[src/common/rrc_pkg.sv]
// Constants, register map and carrier types for the reset and reference clock request controller.
// Assumes a single 10 MHz core clock; slower rates are one-cycle enable pulses, except the slow clock input, which is a level.

package rrc_pkg;

	// ----------------------------------------------------------------
	// Timing
	// ----------------------------------------------------------------
	localparam int CLK_FREQ_KHZ       = 10000;
	localparam int STAB_TIME_US       = 5000;
	localparam int STAB_CYCLES        = STAB_TIME_US * CLK_FREQ_KHZ / 1000;
	localparam int SETTLE_TIME_US     = 1200;
	localparam int SETTLE_SLOW_CYCLES = 40;
	localparam int INT_OSC_FREQ_HZ    = 32768;
	localparam int INT_OSC_DIV        = CLK_FREQ_KHZ * 1000 / INT_OSC_FREQ_HZ;

	// ----------------------------------------------------------------
	// Sizes
	// ----------------------------------------------------------------
	localparam int NUM_AUX = 4;
	localparam int NUM_REQ = 3;
	localparam int DIV_W   = 4;

	// ----------------------------------------------------------------
	// Register map (byte addresses) and reset values
	// ----------------------------------------------------------------
	localparam logic [4:0]  REG_MAP    = 5'h00;
	localparam logic [4:0]  REG_POL    = 5'h04;
	localparam logic [4:0]  REG_SRC    = 5'h08;
	localparam logic [4:0]  REG_DIV    = 5'h0c;
	localparam logic [4:0]  REG_STATUS = 5'h10;
	localparam logic [4:0]  REG_FREQ   = 5'h14;
	localparam logic [4:0]  REG_OSC    = 5'h18;
	localparam logic [7:0]  MAP_RST    = 8'he4;
	localparam logic [2:0]  POL_RST    = 3'h7;
	localparam logic [7:0]  SRC_RST    = 8'h00;
	localparam logic [15:0] DIV_RST    = 16'h0000;
	localparam logic [2:0]  FREQ_RST   = 3'h0;
	localparam logic [2:0]  FREQ_MAX   = 3'h4;
	localparam logic [1:0]  REQ_NONE   = 2'h3;
	localparam int          SRC_BALL_BIT = 8;

	// ----------------------------------------------------------------
	// Types
	// ----------------------------------------------------------------
	typedef enum logic [1:0] {SRC_SYS = 2'h0, SRC_CORE = 2'h1, SRC_PER = 2'h2} rrc_src_e;
	typedef enum logic [1:0] {SEQ_POR, SEQ_STAB, SEQ_SETTLE, SEQ_RUN} rrc_seq_e;

	typedef struct packed {
		logic [7:0]  reqMap;
		logic [2:0]  reqPol;
		logic [7:0]  auxSrc;
		logic        ballIsOut3;
		logic [15:0] auxDiv;
		logic [2:0]  freqCode;
	} rrc_cfg_s;

endpackage : rrc_pkg

[src/core/rrc_slow_edge.sv]
// Rising-edge detector for the slow clock input, giving a one-cycle tick.
// Assumes the slow clock input is already synchronous to core_clk.
`timescale 1ns/10ps
module rrc_slow_edge (
	// Clock and reset
	input  wire logic core_clk,
	input  wire logic rstn,
	// Slow clock
	input  wire logic slowClockInput,
	output logic      slowTick
);

	logic slowPrev_reg;

	always_ff @(posedge core_clk or negedge rstn) begin
		if (!rstn) begin
			slowPrev_reg <= 1'b0;
		end else begin
			slowPrev_reg <= slowClockInput;
		end
	end

	assign slowTick = slowClockInput & ~slowPrev_reg;

endmodule : rrc_slow_edge

[src/core/rrc_aux_div.sv]
// One auxiliary clock channel: divides its selected source tick and gates the result.
// Assumes the source tick is a one-cycle enable pulse in the core_clk domain.
`timescale 1ns/10ps
module rrc_aux_div #(
	parameter int DW = 4
) (
	// Clock and reset
	input  wire logic          core_clk,
	input  wire logic          rstn,
	// Control
	input  wire logic          srcTick,
	input  wire logic [DW-1:0] divVal,
	input  wire logic          gateOpen,
	// Output
	output logic               auxClk
);

	logic [DW-1:0] cnt_reg;

	// Closing the gate parks the output low on the next edge, cutting short any high phase in progress.
	always_ff @(posedge core_clk or negedge rstn) begin
		if (!rstn) begin
			cnt_reg <= '0;
			auxClk  <= 1'b0;
		end else if (!gateOpen) begin
			cnt_reg <= '0;
			auxClk  <= 1'b0;
		end else if (srcTick) begin
			if (cnt_reg >= divVal) begin
				cnt_reg <= '0;
				auxClk  <= ~auxClk;
			end else begin
				cnt_reg <= cnt_reg + 1'b1;
			end
		end
	end

endmodule : rrc_aux_div

[src/core/rrc_top.sv]
// Reset release sequencer, clock request pin and four gated auxiliary clocks.
// Assumes synchronous pin inputs, an Avalon-MM master and 10 MHz core_clk.
//
// Implementation choices: the Avalon-MM interface to the registers and the address map.
`timescale 1ns/10ps
module rrc_top #(
	parameter int STAB_CYC = rrc_pkg::STAB_CYCLES,
	parameter int DW       = rrc_pkg::DIV_W
) (
	// Clock and block reset
	input  wire logic        core_clk,
	input  wire logic        rstn,
	// Avalon-MM slave
	input  wire logic [4:0]  address,
	input  wire logic        read,
	input  wire logic        write,
	input  wire logic [31:0] writedata,
	input  wire logic [3:0]  byteenable,
	output logic [31:0]      readdata,
	output logic             waitrequest,
	// Power-on reset, warm reset and boot straps
	input  wire logic        powerOnResetN,
	output logic             warmResetN,
	input  wire logic [1:0]  bootCfg,
	// Clock sources as enable pulses; the slow clock comes in as a level
	input  wire logic        slowClockInput,
	input  wire logic        sysClkTick,
	input  wire logic        corePllTick,
	input  wire logic        peripheralPllTick,
	output logic             intSlowTick,
	// System clock request pin
	input  wire logic        clkReqPadIn,
	output logic             clkReqPadOut,
	output logic             clkReqPadOe,
	// Auxiliary requests and clocks
	input  wire logic        auxClkRequest1,
	input  wire logic        auxClkRequest2BallIn,
	output logic             auxClkRequest2BallOut,
	output logic             auxClkRequest2BallOe,
	output logic [2:0]       auxClkOutput
);

	// ----------------------------------------------------------------
	// Declarations and helpers
	// ----------------------------------------------------------------
	rrc_pkg::rrc_cfg_s cfg_reg;
	rrc_pkg::rrc_seq_e seq_reg;
	logic [31:0]       stabCnt_reg;
	logic [5:0]        slowCnt_reg;
	logic [1:0]        boot_reg;
	logic              ack_reg;
	logic [15:0]       oscCnt_reg;
	logic [15:0]       oscTicks_reg;
	logic              slowTick;
	logic [2:0]        reqRaw;
	logic [2:0]        reqAct;
	logic [3:0]        gateOpen;
	logic [3:0]        auxClk;
	logic              busWr;
	logic              bootOsc;
	logic [31:0]       wrOld;
	logic [31:0]       wrMerged;

	function automatic logic [31:0] mergeBytes(input logic [31:0] oldV,
			input logic [31:0] newV, input logic [3:0] be);
		logic [31:0] res;
		res = oldV;
		for (int b = 0; b < 4; b++) begin
			if (be[b]) begin
				res[8*b +: 8] = newV[8*b +: 8];
			end
		end
		return res;
	endfunction : mergeBytes

	function automatic logic pickReq(input logic [1:0] sel, input logic [2:0] act);
		logic res;
		res = 1'b0;
		if (sel != rrc_pkg::REQ_NONE) begin
			res = act[sel];
		end
		return res;
	endfunction : pickReq

	function automatic logic pickSrc(input logic [1:0] sel, input logic s, input logic c,
			input logic p);
		logic res;
		res = 1'b0;
		unique case (sel)
			rrc_pkg::SRC_SYS:  res = s;
			rrc_pkg::SRC_CORE: res = c;
			rrc_pkg::SRC_PER:  res = p;
			default:           res = 1'b0;
		endcase
		return res;
	endfunction : pickSrc

	// ----------------------------------------------------------------
	// Avalon-MM slave
	// ----------------------------------------------------------------
	// Every access takes one wait cycle so read data can come from a flip-flop.
	assign waitrequest = (read | write) & ~ack_reg;
	assign busWr       = write & ack_reg;

	// Partial byte writes keep the untouched bytes of the addressed register.
	always_comb begin
		unique case (address)
			rrc_pkg::REG_MAP: wrOld = {24'h000000, cfg_reg.reqMap};
			rrc_pkg::REG_POL: wrOld = {29'h0000000, cfg_reg.reqPol};
			rrc_pkg::REG_SRC: wrOld = {23'h000000, cfg_reg.ballIsOut3, cfg_reg.auxSrc};
			rrc_pkg::REG_DIV: wrOld = {16'h0000, cfg_reg.auxDiv};
			default:          wrOld = 32'h0000_0000;
		endcase
	end

	assign wrMerged = mergeBytes(wrOld, writedata, byteenable);

	always_ff @(posedge core_clk or negedge rstn) begin
		if (!rstn) begin
			ack_reg <= 1'b0;
		end else begin
			ack_reg <= (read | write) & ~ack_reg;
		end
	end

	always_ff @(posedge core_clk or negedge rstn) begin
		if (!rstn) begin
			readdata <= 32'h0000_0000;
		end else if (read && !ack_reg) begin
			unique case (address)
				rrc_pkg::REG_MAP:    readdata <= {24'h000000, cfg_reg.reqMap};
				rrc_pkg::REG_POL:    readdata <= {29'h00000000, cfg_reg.reqPol};
				rrc_pkg::REG_SRC:    readdata <= {23'h000000, cfg_reg.ballIsOut3,
					cfg_reg.auxSrc};
				rrc_pkg::REG_DIV:    readdata <= {16'h0000, cfg_reg.auxDiv};
				rrc_pkg::REG_STATUS: readdata <= {22'h000000, auxClkRequest2BallOe ? auxClk[3]
					: 1'b0, auxClk[2:0], boot_reg, seq_reg, clkReqPadOe, warmResetN};
				rrc_pkg::REG_FREQ:   readdata <= {29'h00000000, cfg_reg.freqCode};
				rrc_pkg::REG_OSC:    readdata <= {16'h0000, oscTicks_reg};
				default:             readdata <= 32'h0000_0000;
			endcase
		end
	end

	always_ff @(posedge core_clk or negedge rstn) begin
		if (!rstn) begin
			cfg_reg.reqMap     <= rrc_pkg::MAP_RST;
			cfg_reg.reqPol     <= rrc_pkg::POL_RST;
			cfg_reg.auxSrc     <= rrc_pkg::SRC_RST;
			cfg_reg.ballIsOut3 <= 1'b0;
			cfg_reg.auxDiv     <= rrc_pkg::DIV_RST;
			cfg_reg.freqCode   <= rrc_pkg::FREQ_RST;
		end else if (busWr) begin
			unique case (address)
				rrc_pkg::REG_MAP: cfg_reg.reqMap <= wrMerged[7:0];
				rrc_pkg::REG_POL: cfg_reg.reqPol <= wrMerged[2:0];
				rrc_pkg::REG_SRC: {cfg_reg.ballIsOut3, cfg_reg.auxSrc} <= wrMerged[8:0];
				rrc_pkg::REG_DIV: cfg_reg.auxDiv <= wrMerged[15:0];
				rrc_pkg::REG_FREQ: begin
					// Codes outside the five supported rates are ignored.
					if (byteenable[0] && writedata[2:0] <= rrc_pkg::FREQ_MAX) begin
						cfg_reg.freqCode <= writedata[2:0];
					end
				end
				default: ;
			endcase
		end
	end

	// ----------------------------------------------------------------
	// Reset release sequencer
	// ----------------------------------------------------------------
	rrc_slow_edge u_slow_edge (
		.core_clk       (core_clk),
		.rstn           (rstn),
		.slowClockInput (slowClockInput),
		.slowTick       (slowTick)
	);

	always_ff @(posedge core_clk or negedge rstn) begin
		if (!rstn) begin
			seq_reg     <= rrc_pkg::SEQ_POR;
			stabCnt_reg <= 32'h0000_0000;
			slowCnt_reg <= 6'h00;
			warmResetN  <= 1'b0;
		end else if (!powerOnResetN) begin
			seq_reg     <= rrc_pkg::SEQ_POR;
			stabCnt_reg <= 32'h0000_0000;
			slowCnt_reg <= 6'h00;
			warmResetN  <= 1'b0;
		end else begin
			unique case (seq_reg)
				rrc_pkg::SEQ_POR: begin
					seq_reg <= rrc_pkg::SEQ_STAB;
				end
				rrc_pkg::SEQ_STAB: begin
					if (stabCnt_reg == 32'(STAB_CYC - 1)) begin
						seq_reg <= rrc_pkg::SEQ_SETTLE;
					end else begin
						stabCnt_reg <= stabCnt_reg + 32'h1;
					end
				end
				rrc_pkg::SEQ_SETTLE: begin
					if (slowTick) begin
						if (slowCnt_reg == 6'(rrc_pkg::SETTLE_SLOW_CYCLES - 1)) begin
							seq_reg    <= rrc_pkg::SEQ_RUN;
							warmResetN <= 1'b1;
						end else begin
							slowCnt_reg <= slowCnt_reg + 6'h1;
						end
					end
				end
				rrc_pkg::SEQ_RUN: ;
			endcase
		end
	end

	// Straps are caught while power-on reset holds, never by the async reset.
	always_ff @(posedge core_clk or negedge rstn) begin
		if (!rstn) begin
			boot_reg <= 2'h0;
		end else if (seq_reg == rrc_pkg::SEQ_POR) begin
			boot_reg <= bootCfg;
		end
	end

	// ----------------------------------------------------------------
	// Internal free-running slow oscillator
	// ----------------------------------------------------------------
	always_ff @(posedge core_clk or negedge rstn) begin
		if (!rstn) begin
			oscCnt_reg   <= 16'h0000;
			oscTicks_reg <= 16'h0000;
		end else if (oscCnt_reg == 16'(rrc_pkg::INT_OSC_DIV - 1)) begin
			oscCnt_reg   <= 16'h0000;
			oscTicks_reg <= oscTicks_reg + 16'h1;
		end else begin
			oscCnt_reg <= oscCnt_reg + 16'h1;
		end
	end

	assign intSlowTick = (oscCnt_reg == 16'(rrc_pkg::INT_OSC_DIV - 1));

	// ----------------------------------------------------------------
	// Request pin and auxiliary request decoding
	// ----------------------------------------------------------------
	assign bootOsc      = (boot_reg == 2'h0);
	// Pad drives only while requesting; the board pull holds the idle level.
	assign clkReqPadOe  = !bootOsc && (seq_reg != rrc_pkg::SEQ_POR);
	assign clkReqPadOut = cfg_reg.reqPol[0];

	assign reqRaw[0] = bootOsc ? clkReqPadIn : ~cfg_reg.reqPol[0];
	assign reqRaw[1] = auxClkRequest1;
	assign reqRaw[2] = cfg_reg.ballIsOut3 ? ~cfg_reg.reqPol[2]
		: auxClkRequest2BallIn;
	assign reqAct    = reqRaw ~^ cfg_reg.reqPol;

	assign auxClkRequest2BallOe  = cfg_reg.ballIsOut3;
	assign auxClkRequest2BallOut = auxClk[3];
	assign auxClkOutput          = auxClk[2:0];

	// ----------------------------------------------------------------
	// Auxiliary clock channels
	// ----------------------------------------------------------------
	for (genvar y = 0; y < rrc_pkg::NUM_AUX; y++) begin : g_aux
		assign gateOpen[y] = pickReq(cfg_reg.reqMap[2*y +: 2], reqAct);

		rrc_aux_div #(
			.DW (DW)
		) u_div (
			.core_clk (core_clk),
			.rstn     (rstn),
			.srcTick  (pickSrc(cfg_reg.auxSrc[2*y +: 2], sysClkTick, corePllTick,
				peripheralPllTick)),
			.divVal   (cfg_reg.auxDiv[4*y +: DW]),
			.gateOpen (gateOpen[y]),
			.auxClk   (auxClk[y])
		);

	end
endmodule : rrc_top

[config.mk]
export PLATFORM = sky130hd
export DESIGN_NAME = rrc_top
export DESIGN_NICKNAME = d
export VERILOG_FILES = /design/src/common/rrc_pkg.sv /design/src/core/rrc_slow_edge.sv /design/src/core/rrc_aux_div.sv /design/src/core/rrc_top.sv
export SDC_FILE = /design/constraint.sdc
export NUM_CORES = 1
export LEC_CHECK = 0
export ABC_AREA = 1
export ABC_CLOCK_PERIOD_IN_PS = 5300
export BUFFER_PORTS_ARGS = -buffer_cell sky130_fd_sc_hd__buf_2
export CORE_ASPECT_RATIO = 1.1
export CORE_MARGIN = 8
export CORE_UTILIZATION = 45
export DETAILED_ROUTE_END_ITERATION = 7
export GPL_ROUTABILITY_DRIVEN = 0
export PLACE_DENSITY = 0.74
export SETUP_SLACK_MARGIN = 0.2
export SLEW_MARGIN = 30
export SYNTH_ARGS = -nofsm -noshare
export SYNTH_HDL_FRONTEND = slang
export SYNTH_HIERARCHICAL = 1
export SYNTH_SLANG_ARGS = --single-unit
[constraint.sdc]
create_clock -name core_clk -period 5.3 [get_ports core_clk]
set_input_delay 1.06 -clock core_clk [delete_from_list [all_inputs] [get_ports core_clk]]
set_output_delay 1.06 -clock core_clk [all_outputs]
set_load 0.1 [all_outputs]
# [Word level (Yosys, flattened, before mapping)]
# Cells that the tools add are included.
# Widths: inputs -> output; s select.
[classes] add_sub_neg=8 n_lt_le_gt_ge=9 n_eq_ne=42 mux=64 bitwise_logic=13 n_reduce_logical=27
[ops] operator="$pmux 16 s7" n=1
[ops] operator="$mux 32" n=3
[ops] operator="$mux 4" n=12
[ops] operator="$pmux 16 s3" n=1
[ops] operator="$add 16x1->16 const B" n=2
[ops] operator="$add 32x1->32 const B" n=1
[ops] operator="$eq 32x16->1 const B" n=1
[ops] operator="$mux 1" n=27
[ops] operator="$mux 6" n=4
[ops] operator="$ne 2x2->1 const B" n=11
[ops] operator="$reduce_and 2->1" n=9
[ops] operator="$add 4x1->4 const B" n=4
[ops] operator="$eq 16x9->1 const B" n=1
[ops] operator="$ge 4x4->1" n=4
[ops] operator="$mux 16" n=1
[ops] operator="$mux 8" n=2
[ops] operator="$ne 2x1->1 const B" n=8
[ops] operator="$eq 5x5->1 const B" n=3
[ops] operator="$logic_not 2->1" n=6
[ops] operator="$lt 2x3->1 const B" n=4
[ops] operator="$pmux 1 s3" n=4
[ops] operator="$reduce_and 3->1" n=4
[ops] operator="$eq 2x1->1 const B" n=5
[ops] operator="$eq 2x2->1 const B" n=5
[ops] operator="other kinds (19)" n=40
[totals] ff_bits=168

# [Longest topological paths before layout]
# Gate-level depths: netlist (run 1).
[depth] word_depth=8 mapped_depth=12

# [Hierarchy]
# Netlist (run 1), hierarchy kept.
[by_module_without_submodules] module="rrc_top" instances=1 cells_each=1186 area_each_um2=8007.7 seq_area_each_um2=3286.9
[by_module_without_submodules] module="rrc_aux_div" instances=4 cells_each=47 area_each_um2=352.8 seq_area_each_um2=125.1
[by_module_without_submodules] module="rrc_slow_edge" instances=1 cells_each=3 area_each_um2=35.0 seq_area_each_um2=25.0

# [Worst setup path after synthesis (run 1)]
# OpenSTA, ideal clock, no wires.
[synth_path] path_type="input -> output" start="in read" end="out waitrequest" arrival_time_ps=2372 path_slack_ps=1868 path_stages=2 path_buffers=0 cell_sequence="nor2_1 nor2_1"
[synth_between] elab_chain_len=2
[synth_rtl] element="start: declaration" line="rrc_top.sv:15" text="input wire logic read,"
[synth_rtl] element="$or 1x1->1" line="rrc_top.sv:102" text="assign waitrequest = (read | write) & ~ack_reg;"
[synth_rtl] element="$and 1x1->1" line="rrc_top.sv:102"
[synth_rtl] element="end: declaration" line="rrc_top.sv:20" text="output logic waitrequest,"
# No other way between the ends.

# [Worst setup path after layout (run 1)]
[layout_path] start="reg oscCnt_reg[0]" end="out intSlowTick"
[layout_between] elab_chain_len=1
[layout_rtl] element="start: declaration" line="rrc_top.sv:52" text="logic [15:0] oscCnt_reg;"
[layout_rtl] element="start signal: assignment" line="rrc_top.sv:238" text="oscCnt_reg <= oscCnt_reg + 16'h1;"
[layout_rtl] element="$eq 16x9->1" line="rrc_top.sv:242" text="assign intSlowTick = (oscCnt_reg == 16'(rrc_pkg::INT_OSC_DIV - 1));"
[layout_rtl] element="end: declaration" line="rrc_top.sv:30" text="output logic intSlowTick,"
# No other way between the ends.

==> flow_metrics.env, run 1 <==
export IMPL_rsz0062_at_grt="no"
export IMPL_p_sw_uw=1240
export IMPL_clkTransAtPathRegs_ps=70
export IMPL_ys_seq_elements=152
export IMPL_nets=1524
export IMPL_reg2reg_from="stabCnt_reg[0]$_DFFE_PN0P_"
export IMPL_drtAntennaViolNets=0
export IMPL_min_from="ack_reg$_DFF_PN0_"
export IMPL_critPathLaunch="oscCnt_reg[0]$_DFF_PN0_"
export IMPL_ff2ff_path_depth=9
export IMPL_drc=0
export IMPL_first_iter_violations=733
export IMPL_hold_viol=0
export IMPL_syn_to_final_growth_pct=11.4
export IMPL_reg2reg_setup_slack_ps=2980
export IMPL_async_flop_share_pct=100
export IMPL_power_frac_seq_pct=40.6
export IMPL_grt_total_usage_pct=19.1
export IMPL_synth_top_family_by_area="simple AND/OR/NAND/NOR gates"
export IMPL_nFillCells=1998
export IMPL_design_die_area_sq_um=25900
export IMPL_grt_pass1_vias=8413
export IMPL_fin_crit_ps=3080
export IMPL_crit_path_end_kind="output pin"
export IMPL_finalCritPeriodShare_pct=58.2
export IMPL_crit_top_cell="inv_1"
export IMPL_num_vias=8816
export IMPL_wl_per_cell_um=14.2
export IMPL_grt_pass1_wl_mm=40.7
export IMPL_synthAdderAreaFrac_pct=3.71
export IMPL_cp_start_kind="flip-flop"
export IMPL_cts_tree="yes"
export IMPL_die_h_um=168
export IMPL_p_leak_uw=0.00533
export IMPL_cts_max_level=4
export IMPL_muxShareOfSynthArea_pct=0.344
export IMPL_min_to="ack_reg$_DFF_PN0_"
export IMPL_root_buffer="clkbuf_16"
export IMPL_skew_ps=13.7
export IMPL_yosys_area_share_simple_pct=37.0
export IMPL_rr_endpoint="stabCnt_reg[13]$_DFFE_PN0P_"
export IMPL_grt_overflow=0
export IMPL_powerDensity_nw_per_um2=318
export IMPL_crit_required_ps=4240
export IMPL_dpl_hpwl_mm=18.1
export IMPL_arrival_ps=2020
export IMPL_drive_above_1_share_pct=9.15
export IMPL_crit_fanout=4
export IMPL_tns_ps=0
export IMPL_die_w_um=154
export IMPL_start_util_pct=45.9
export IMPL_syn_area_sq_um=9450
export IMPL_synth_top_area_share_pct=38.4
export IMPL_slowest_stage="dfrtp_1"
export IMPL_whs_ps=469
export IMPL_fmaxAchievable_mhz=324
export IMPL_grt_start_max_net_pins=77
export IMPL_clkPwrFrac_pct=36.6
export IMPL_worstHoldPathCells=1
export IMPL_intPower_uw=2110
export IMPL_cts_sinks=152
export IMPL_port_buffers=62
export IMPL_combPwrFrac_pct=22.9
export IMPL_cts_resized_gates=0
export IMPL_antenna_found_initial=4
export IMPL_peakVddDrop_mv=0.206
export IMPL_synth_edf_count=0
export IMPL_cts_buffers_inserted=17
export IMPL_slowest_delay_ps=420
export IMPL_avgViaCountPerCell=5.15
export IMPL_routed_wl_mm=24.3
export IMPL_synthXorXnorAreaFrac_pct=3.52
export IMPL_core_sq_um=20600
export IMPL_max_slew_margin_rel_pct=33.2
export IMPL_yosys_warnings=6
export IMPL_tightest_slew_ps=999
export IMPL_num_io_pins=97
export IMPL_hp_class="reg -> reg"
export IMPL_critical_path_class="reg -> out"
export IMPL_clkLatencyLatePin_ps=440
export IMPL_synth_top_area_cell="dfrtp_1"
export IMPL_seq_area_frac_synth_pct=40.3
export IMPL_synth_ff_type="dfrtp_1"
export IMPL_setup_viol=0
export IMPL_crit_chain="inv_1, ha_1, nor4b_1, nand2_1, inv_1, buf_2"
export IMPL_synth_distinct_cells=37
export IMPL_clockBufferDepth=2
export IMPL_synth_area_top_cells="dfrtp_1 (38%), nand2_1 (20%), nor2_1 (6.8%), nand3_1 (6.8%), inv_1 (5.8%)"
export IMPL_drv_slew=0
export IMPL_dr_pass1_iters=7
export IMPL_status="finished clean"
export IMPL_rows=55
export IMPL_swShare_pct=37.1
export IMPL_maxCapViolCount=0
export IMPL_synth_compound_area_share_pct=6.52
export IMPL_postSynthAreaPerCell_sq_um=6.87
export IMPL_post_cts_hold_buffer_count=0
export IMPL_cts_setup_buffers=0
export IMPL_syn_inst=1377
export IMPL_largest_reg_flops=37
## logic make-up after synthesis
family                     Yosys count
muxes                                3
other                                1
DFF                                152
buffers and inverters              188
adders and majority gates           28
xor gates and xnor gates            38
and+or+nand+nor                    848
AOI/OAI and AO/OA                  119
## layout make-up
type	instances	area (sq um)	share of cell area, %
diodes	2	5.00	0.0475
multi-input cells	1052	4900	46.5
inverters	153	574	5.45
clock inverters	15	158	1.50
well taps	256	320	3.04
repair buffers	65	339	3.22
flip-flops and latches	152	3810	36.2
clock buffers	17	425	4.04
## worst max-delay path: cells and delay by family, from the launching register on
family | cells | cell delay, ps
flip-flops | 1 | 420
adder cells (fa/ha/maj) | 1 | 200
AND/OR/NAND/NOR | 2 | 430
buffers and inverters | 3 | 540
## per-stage QoR
| step | cell area, sq um | utilization [%] | total power [uW] | setup WS [ps] | std cells |
|---|---|---|---|---|---|
| after floorplan | 9510 | - | 1970 | 1870 | 1392 |
| after global placement | 9940 | 48.3 | 2120 | 2180 | 1678 |
| after detailed placement | 9940 | 48.3 | 2140 | 2140 | 1678 |
| after CTS | 10500 | 51.1 | 3380 | 2200 | 1710 |
| after global routing | 10500 | 51.2 | 3520 | 2090 | 1712 |
| final | 10500 | 51.2 | 3350 | 2220 | 1712 |
## worst max-delay path by stage
stage,end,cells after the start
global placement,cfg_reg[18]$_DFFE_PN0P_,7
CTS,intSlowTick,6
floorplan,waitrequest,2
global route,intSlowTick,6
detailed placement,cfg_reg[18]$_DFFE_PN0P_,7
finish,intSlowTick,6
## power groups by stage
stage          Sequential, uW  Combinational, uW  Clock (uW)
2_1_floorplan            1480                487           0
3_3_place_gp             1370                747           0
3_5_place_dp             1380                768           0
4_1_cts                  1360                771        1250
5_1_grt                  1370                853        1300
6_report                 1360                766        1220
## routing by layer
| metal | GRT usage (%) | share of wire [%] | vias up |
|---|---|---|---|
| met5 | 0 | 0.082 | - |
| met1 | 23.6 | 43 | 4080 |
| met4 | 6.57 | 2.1 | 4 |
| met3 | 4.17 | 5.8 | 51 |
| li1 | - | - | 4436 |
| met2 | 32.6 | 49 | 245 |
## synthesized netlist by cell type, types with 3 or more instances
cell        n
inv_1     147
inv_2       4
nor2_2      7
nor3b_2     4
nor2_1    171
ha_1       28
nand4_1    12
nand2_1   495
o21ai_0    55
nand3_1   128
o21a_1      3
xnor2_1    13
buf_6       4
clkbuf_1    9
nor3_1     12
o21ai_1    22
dfstp_2     7
nand2_2     3
o31ai_1     3
nor4_1      4
buf_2       3
dfrtp_1   145
xor2_1     25
buf_4      18
a21oi_1    33
or2_2       8
## cell usage in the layout (no fill, tap or decap), types with 2 or more instances in the layout
cell type,netlist,final
nand2_1,495,495
nor2_1,171,171
inv_1,147,147
dfrtp_1,145,145
nand3_1,128,128
buf_2,3,61
o21ai_0,55,55
a21oi_1,33,33
ha_1,28,28
xor2_1,25,25
o21ai_1,22,22
clkbuf_16,0,17
conb_1,1,16
xnor2_1,13,13
nand4_1,12,12
nor3_1,12,12
or2_2,8,8
nor2_2,7,7
dfstp_2,7,7
inv_6,0,6
nor4_1,4,4
inv_2,4,4
nor3b_2,4,4
o31ai_1,3,3
o21a_1,3,3
inv_8,0,3
buf_4,18,3
diode_2,0,2
nand2_2,3,2
clkinv_1,2,2
mux2_2,2,2
nand3b_1,2,2
clkinv_2,0,2
clkinvlp_4,0,2
No activity file was read; power rests on OpenSTA's default activity.
==> run 2: changes to the inputs <==
--- a/config.mk
+++ b/config.mk
@@ -6,7 +6,7 @@
 export NUM_CORES = 1
 export LEC_CHECK = 0
 export ABC_AREA = 1
-export ABC_CLOCK_PERIOD_IN_PS = 5300
+export ABC_CLOCK_PERIOD_IN_PS = 3200
 export BUFFER_PORTS_ARGS = -buffer_cell sky130_fd_sc_hd__buf_2
 export CORE_ASPECT_RATIO = 1.1
 export CORE_MARGIN = 8
==> constraint.sdc (replaced) <==
create_clock -name core_clk -period 3.2 [get_ports core_clk]
set_input_delay 0.64 -clock core_clk [delete_from_list [all_inputs] [get_ports core_clk]]
set_output_delay 0.64 -clock core_clk [all_outputs]
set_load 0.1 [all_outputs]
==> flow_metrics.env, run 2 (synthesis gave the netlist of run 1 again) <==
export IMPL_status="finished clean"
export IMPL_drv_slew=0
export IMPL_tns_ps=0
export IMPL_crit_fanout=4
export IMPL_finalCritPeriodShare_pct=80.4
export IMPL_drc=0
export IMPL_whs_ps=224
export IMPL_avgViaCountPerCell=5.11
export IMPL_die_w_um=154
export IMPL_clockBufferDepth=2
export IMPL_reg2reg_from="stabCnt_reg[0]$_DFFE_PN0P_"
export IMPL_p_leak_uw=0.00536
export IMPL_maxCapViolCount=0
export IMPL_drive_above_1_share_pct=9.71
export IMPL_powerDensity_nw_per_um2=523
export IMPL_tightest_slew_ps=721
export IMPL_fmaxAchievable_mhz=389
export IMPL_grt_pass1_wl_mm=40.9
export IMPL_root_buffer="clkbuf_16"
export IMPL_cts_setup_buffers=0
export IMPL_clkLatencyLatePin_ps=430
export IMPL_arrival_ps=1930
export IMPL_grt_overflow=0
export IMPL_cts_tree="yes"
export IMPL_place_ws_ps=915
export IMPL_diodes=0
export IMPL_cts_sinks=152
export IMPL_first_iter_violations=609
export IMPL_rows=55
export IMPL_endpoint="clkReqPadOe"
export IMPL_crit_required_ps=2560
export IMPL_cp_start_kind="flip-flop"
export IMPL_skew_ps=14.0
export IMPL_num_vias=8791
export IMPL_fin_crit_ps=2570
export IMPL_grtUsageMet3_pct=4.30
export IMPL_use_met1_pct=23.8
export IMPL_critical_path_class="reg -> out"
export IMPL_peakVddDrop_mv=0.274
export IMPL_ff2ff_path_depth=10
export IMPL_final_cell_area_sq_um=10600
export IMPL_cts_buffers_inserted=17
export IMPL_hp_class="in -> async"
export IMPL_core_sq_um=20600
export IMPL_power_total_uw=5550
export IMPL_hold_viol=0
export IMPL_die_h_um=168
export IMPL_design_die_area_sq_um=25900
export IMPL_grt_busiest_layer="met2"
export IMPL_cts_resized_gates=0
export IMPL_critPathLaunch="seq_reg[0]$_DFFE_PN0P_"
export IMPL_final_common_cell="nand2_1"
export IMPL_rsz0062_at_grt="no"
export IMPL_grt_start_max_net_pins=76
export IMPL_clkTransAtPathRegs_ps=70
export IMPL_reg2reg_setup_slack_ps=890
export IMPL_nets=1533
export IMPL_start_util_pct=45.9
export IMPL_grt_total_usage_pct=19.2
export IMPL_num_io_pins=97
export IMPL_max_slew_margin_rel_pct=51.9
export IMPL_setup_viol=0
export IMPL_wl_per_cell_um=14.2
export IMPL_routed_wl_mm=24.4
export IMPL_rr_endpoint="stabCnt_reg[27]$_DFFE_PN0P_"
export IMPL_cts_max_level=4
export IMPL_largest_reg_flops=37
export IMPL_grt_use_met2_pct=32.2
export IMPL_grt_pass1_vias=8473
export IMPL_dpl_hpwl_mm=18.6
export IMPL_crit_path_end_kind="output pin"
export IMPL_drtAntennaViolNets=0
export IMPL_antenna_found_initial=2
export IMPL_port_buffers=62
export IMPL_dr_pass1_iters=6
export IMPL_syn_to_final_growth_pct=12.1
export IMPL_final_cell_mix="nand2_1 (495), nor2_1 (171), inv_1 (147), dfrtp_1 (145), nand3_1 (128)"
export IMPL_setup_ws_ps=627
export IMPL_post_cts_hold_buffer_count=0
export IMPL_dpl_cell_area_sq_um=10000
[run 2: worst min path at each step]
| stage | endpoint | cells after the start |
|---|---|---|
| 2_1_floorplan | ack_reg$_DFF_PN0_ | 0 |
| 3_3_place_gp | readdata[3]$_DFFE_PN0P_ | 2 |
| 3_5_place_dp | readdata[8]$_DFFE_PN0P_ | 2 |
| 4_1_cts | g_aux[1].u_div/cnt_reg[2]$_DFFE_PN0P_ | 1 |
| 5_1_grt | g_aux[1].u_div/cnt_reg[2]$_DFFE_PN0P_ | 1 |
| 6_report | g_aux[1].u_div/cnt_reg[2]$_DFFE_PN0P_ | 1 |
[run 2: power by group]
group,internal [uW],switching [uW]
Clock,1110,893
Sequential,2080,173
Combinational,320,970
[run 2: routing by layer]
layer | vias to the layer above | routed length [um]
met3 | 56 | 1300
li1 | 4453 | -
met5 | - | 24
met2 | 230 | 11700
met4 | 4 | 616
met1 | 4048 | 10700
[run 2: cell type report]
cell class | instances | area, sq um
Clock buffer | 18 | 439
Clock inverter | 14 | 140
Fill cell | 1991 | 9980
Inverter | 153 | 574
Multi-Input combinational cell | 1052 | 4890
Sequential cell | 152 | 3810
Tap cell | 256 | 320
Timing Repair Buffer | 74 | 419
[run 2: through the flow]
step / utilization, % / std cells
floorplan: - / 1392
global placement: 48.7 / 1687
detailed placement: 48.7 / 1687
CTS: 51.5 / 1719
global route: 51.5 / 1719
finish: 51.5 / 1719
[run 2: worst max-delay path, stage by stage (launching register included)]
cell and delay (ps):
dfrtp_1 400, inv_1 80, ha_1 260, nor2_1 270, buf_2 490
==> run 3: changes to the inputs <==
--- a/config.mk
+++ b/config.mk
@@ -6,7 +6,7 @@
 export NUM_CORES = 1
 export LEC_CHECK = 0
 export ABC_AREA = 1
-export ABC_CLOCK_PERIOD_IN_PS = 3200
+export ABC_CLOCK_PERIOD_IN_PS = 2400
 export BUFFER_PORTS_ARGS = -buffer_cell sky130_fd_sc_hd__buf_2
 export CORE_ASPECT_RATIO = 1.1
 export CORE_MARGIN = 8
==> constraint.sdc (replaced) <==
create_clock -name core_clk -period 2.4 [get_ports core_clk]
set_input_delay 0.48 -clock core_clk [delete_from_list [all_inputs] [get_ports core_clk]]
set_output_delay 0.48 -clock core_clk [all_outputs]
set_load 0.1 [all_outputs]
==> flow_metrics.env, run 3 (synthesis gave the netlist of run 1 again) <==
export IMPL_fmaxAchievable_mhz=467
export IMPL_p_sw_uw=2630
export IMPL_final_cell_area_sq_um=10700
export IMPL_nFillCells=1963
export IMPL_wl_per_cell_um=14.1
export IMPL_clkTransAtPathRegs_ps=60
export IMPL_clkLatencyLatePin_ps=430
export IMPL_rows=55
export IMPL_die_h_um=168
export IMPL_core_sq_um=20600
export IMPL_status="finished clean"
export IMPL_final_common_cell="nand2_1"
export IMPL_grt_start_max_net_pins=62
export IMPL_cts_max_level=4
export IMPL_crit_fanout=4
export IMPL_crit_path_end_kind="output pin"
export IMPL_drc=0
export IMPL_final_cell_mix="nand2_1 (494), nor2_1 (169), inv_1 (147), dfrtp_1 (145), nand3_1 (127)"
export IMPL_setup_viol=0
export IMPL_p_leak_uw=0.00542
export IMPL_grt_overflow=0
export IMPL_nets=1536
export IMPL_arrival_ps=1660
export IMPL_met3_length_mm=1.58
export IMPL_swShare_pct=34.4
export IMPL_fin_cells=1722
export IMPL_peakVddDrop_mv=0.487
export IMPL_cp_start_kind="flip-flop"
export IMPL_first_iter_violations=686
export IMPL_powerDensity_nw_per_um2=712
export IMPL_start_util_pct=45.9
export IMPL_hp_class="in -> reg"
export IMPL_largest_reg_flops=37
export IMPL_grt_pass1_wl_mm=40.7
export IMPL_fin_crit_ps=2140
export IMPL_finalCritPeriodShare_pct=89.2
export IMPL_routed_wl_mm=24.2
export IMPL_whs_ps=176
export IMPL_num_vias=8921
export IMPL_cts_sinks=152
export IMPL_grt_total_usage_pct=19.1
export IMPL_clockBufferDepth=2
export IMPL_drtAntennaViolNets=0
export IMPL_critical_path_class="reg -> out"
export IMPL_avgViaCountPerCell=5.18
export IMPL_grt_pass1_vias=8639
export IMPL_cts_tree="yes"
export IMPL_combPwrFrac_pct=23.6
export IMPL_intPower_uw=5020
export IMPL_tns_ps=0
export IMPL_num_io_pins=97
export IMPL_maxCapViolCount=0
export IMPL_hold_viol=0
export IMPL_clkPwrFrac_pct=37.1
export IMPL_route_met2_wl_mm=11.5
export IMPL_dr_pass1_iters=5
export IMPL_design_die_area_sq_um=25900
export IMPL_dpl_hpwl_mm=18.4
export IMPL_port_buffers=62
export IMPL_dp_cells=1689
export IMPL_skew_ps=10.6
export IMPL_power_frac_seq_pct=39.3
export IMPL_wl_met1_mm=10.4
export IMPL_die_w_um=154
export IMPL_cts_buffers_inserted=17
export IMPL_dpl_cell_area_sq_um=10100
export IMPL_root_buffer="clkbuf_16"
export IMPL_rsz0062_at_grt="yes"
export IMPL_tightest_slew_ps=589
export IMPL_crit_required_ps=1920
export IMPL_syn_to_final_growth_pct=13.6
export IMPL_top_layer_used="met5"
export IMPL_drive_above_1_share_pct=10.1
export IMPL_antenna_found_initial=4
export IMPL_max_slew_margin_rel_pct=60.6
export IMPL_drv_slew=0
==> run 3: worst paths after layout <==
| check | from | endpoint | slack [ps] | depth (start not counted) |
|---|---|---|---|---|
| worst max-delay path | oscCnt_reg[0]$_DFF_PN0_ | intSlowTick | 260 | 6 |
| worst min-delay path | slowClockInput | u_slow_edge/slowPrev_reg$_DFF_PN0_ | 180 | 1 |
| worst max register to register | cfg_reg[30]$_DFFE_PN1P_ | g_aux[1].u_div/cnt_reg[0]$_DFFE_PN0P_ | 330 | 9 |
| worst min register to register | readdata[12]$_DFFE_PN0P_ | readdata[12]$_DFFE_PN0P_ | 470 | 2 |
| max in group asynchronous | rstn | stabCnt_reg[4]$_DFFE_PN0P_ | 1290 | 3 |
| min in group asynchronous | rstn | oscCnt_reg[4]$_DFF_PN0_ | 470 | 2 |
==> run 3: layer usage <==
layer	track usage, %	vias up
li1	-	4456
met1	22.8	4115
met2	32.5	286
met3	4.43	58
met4	7.68	6
met5	0	-
==> run 3: what timing repair did <==
item                                    CTS  global route
endpoints found under the setup margin    2             9
hold endpoints to repair                 17             0
setup buffers                             0             0
gates resized for setup                   2            11
hold buffers                              1             0
==> run 3: through the flow <==
stage          setup WS [ps]  util (%)  total power [uW]
2_1_floorplan            232         -              4350
5_1_grt                  146      52.2              8010
4_1_cts                 92.3      52.0              7680
6_report                 260      52.2              7650
3_5_place_dp             324      48.9              4810
3_3_place_gp             367      48.9              4770
==> run 3: area by class of cell <==
class	count	area (sq um)	share of cell area, %
tap	256	320	2.98
antenna	1	2.50	0.0233
multi-input combinational	1052	4920	45.8
clock buffer	20	447	4.16
clock inverter	11	174	1.62
sequential	152	3810	35.5
timing repair buffer	77	494	4.60
inverter	153	574	5.35
==> run 3: power groups by stage <==
stage	registers [uW]	clock network (uW)	logic [uW]
2_1_floorplan	3270	0	1080
3_3_place_gp	3040	0	1730
3_5_place_dp	3050	0	1760
4_1_cts	3000	2890	1780
5_1_grt	3030	2980	2000
6_report	3000	2840	1810
==> run 3: critical path, cell delays in order (launching register included) <==
cell and delay, ps:
dfrtp_1 410, inv_1 70, ha_1 190, nor4b_2 200, nand2_1 90, inv_1 100, buf_12 180
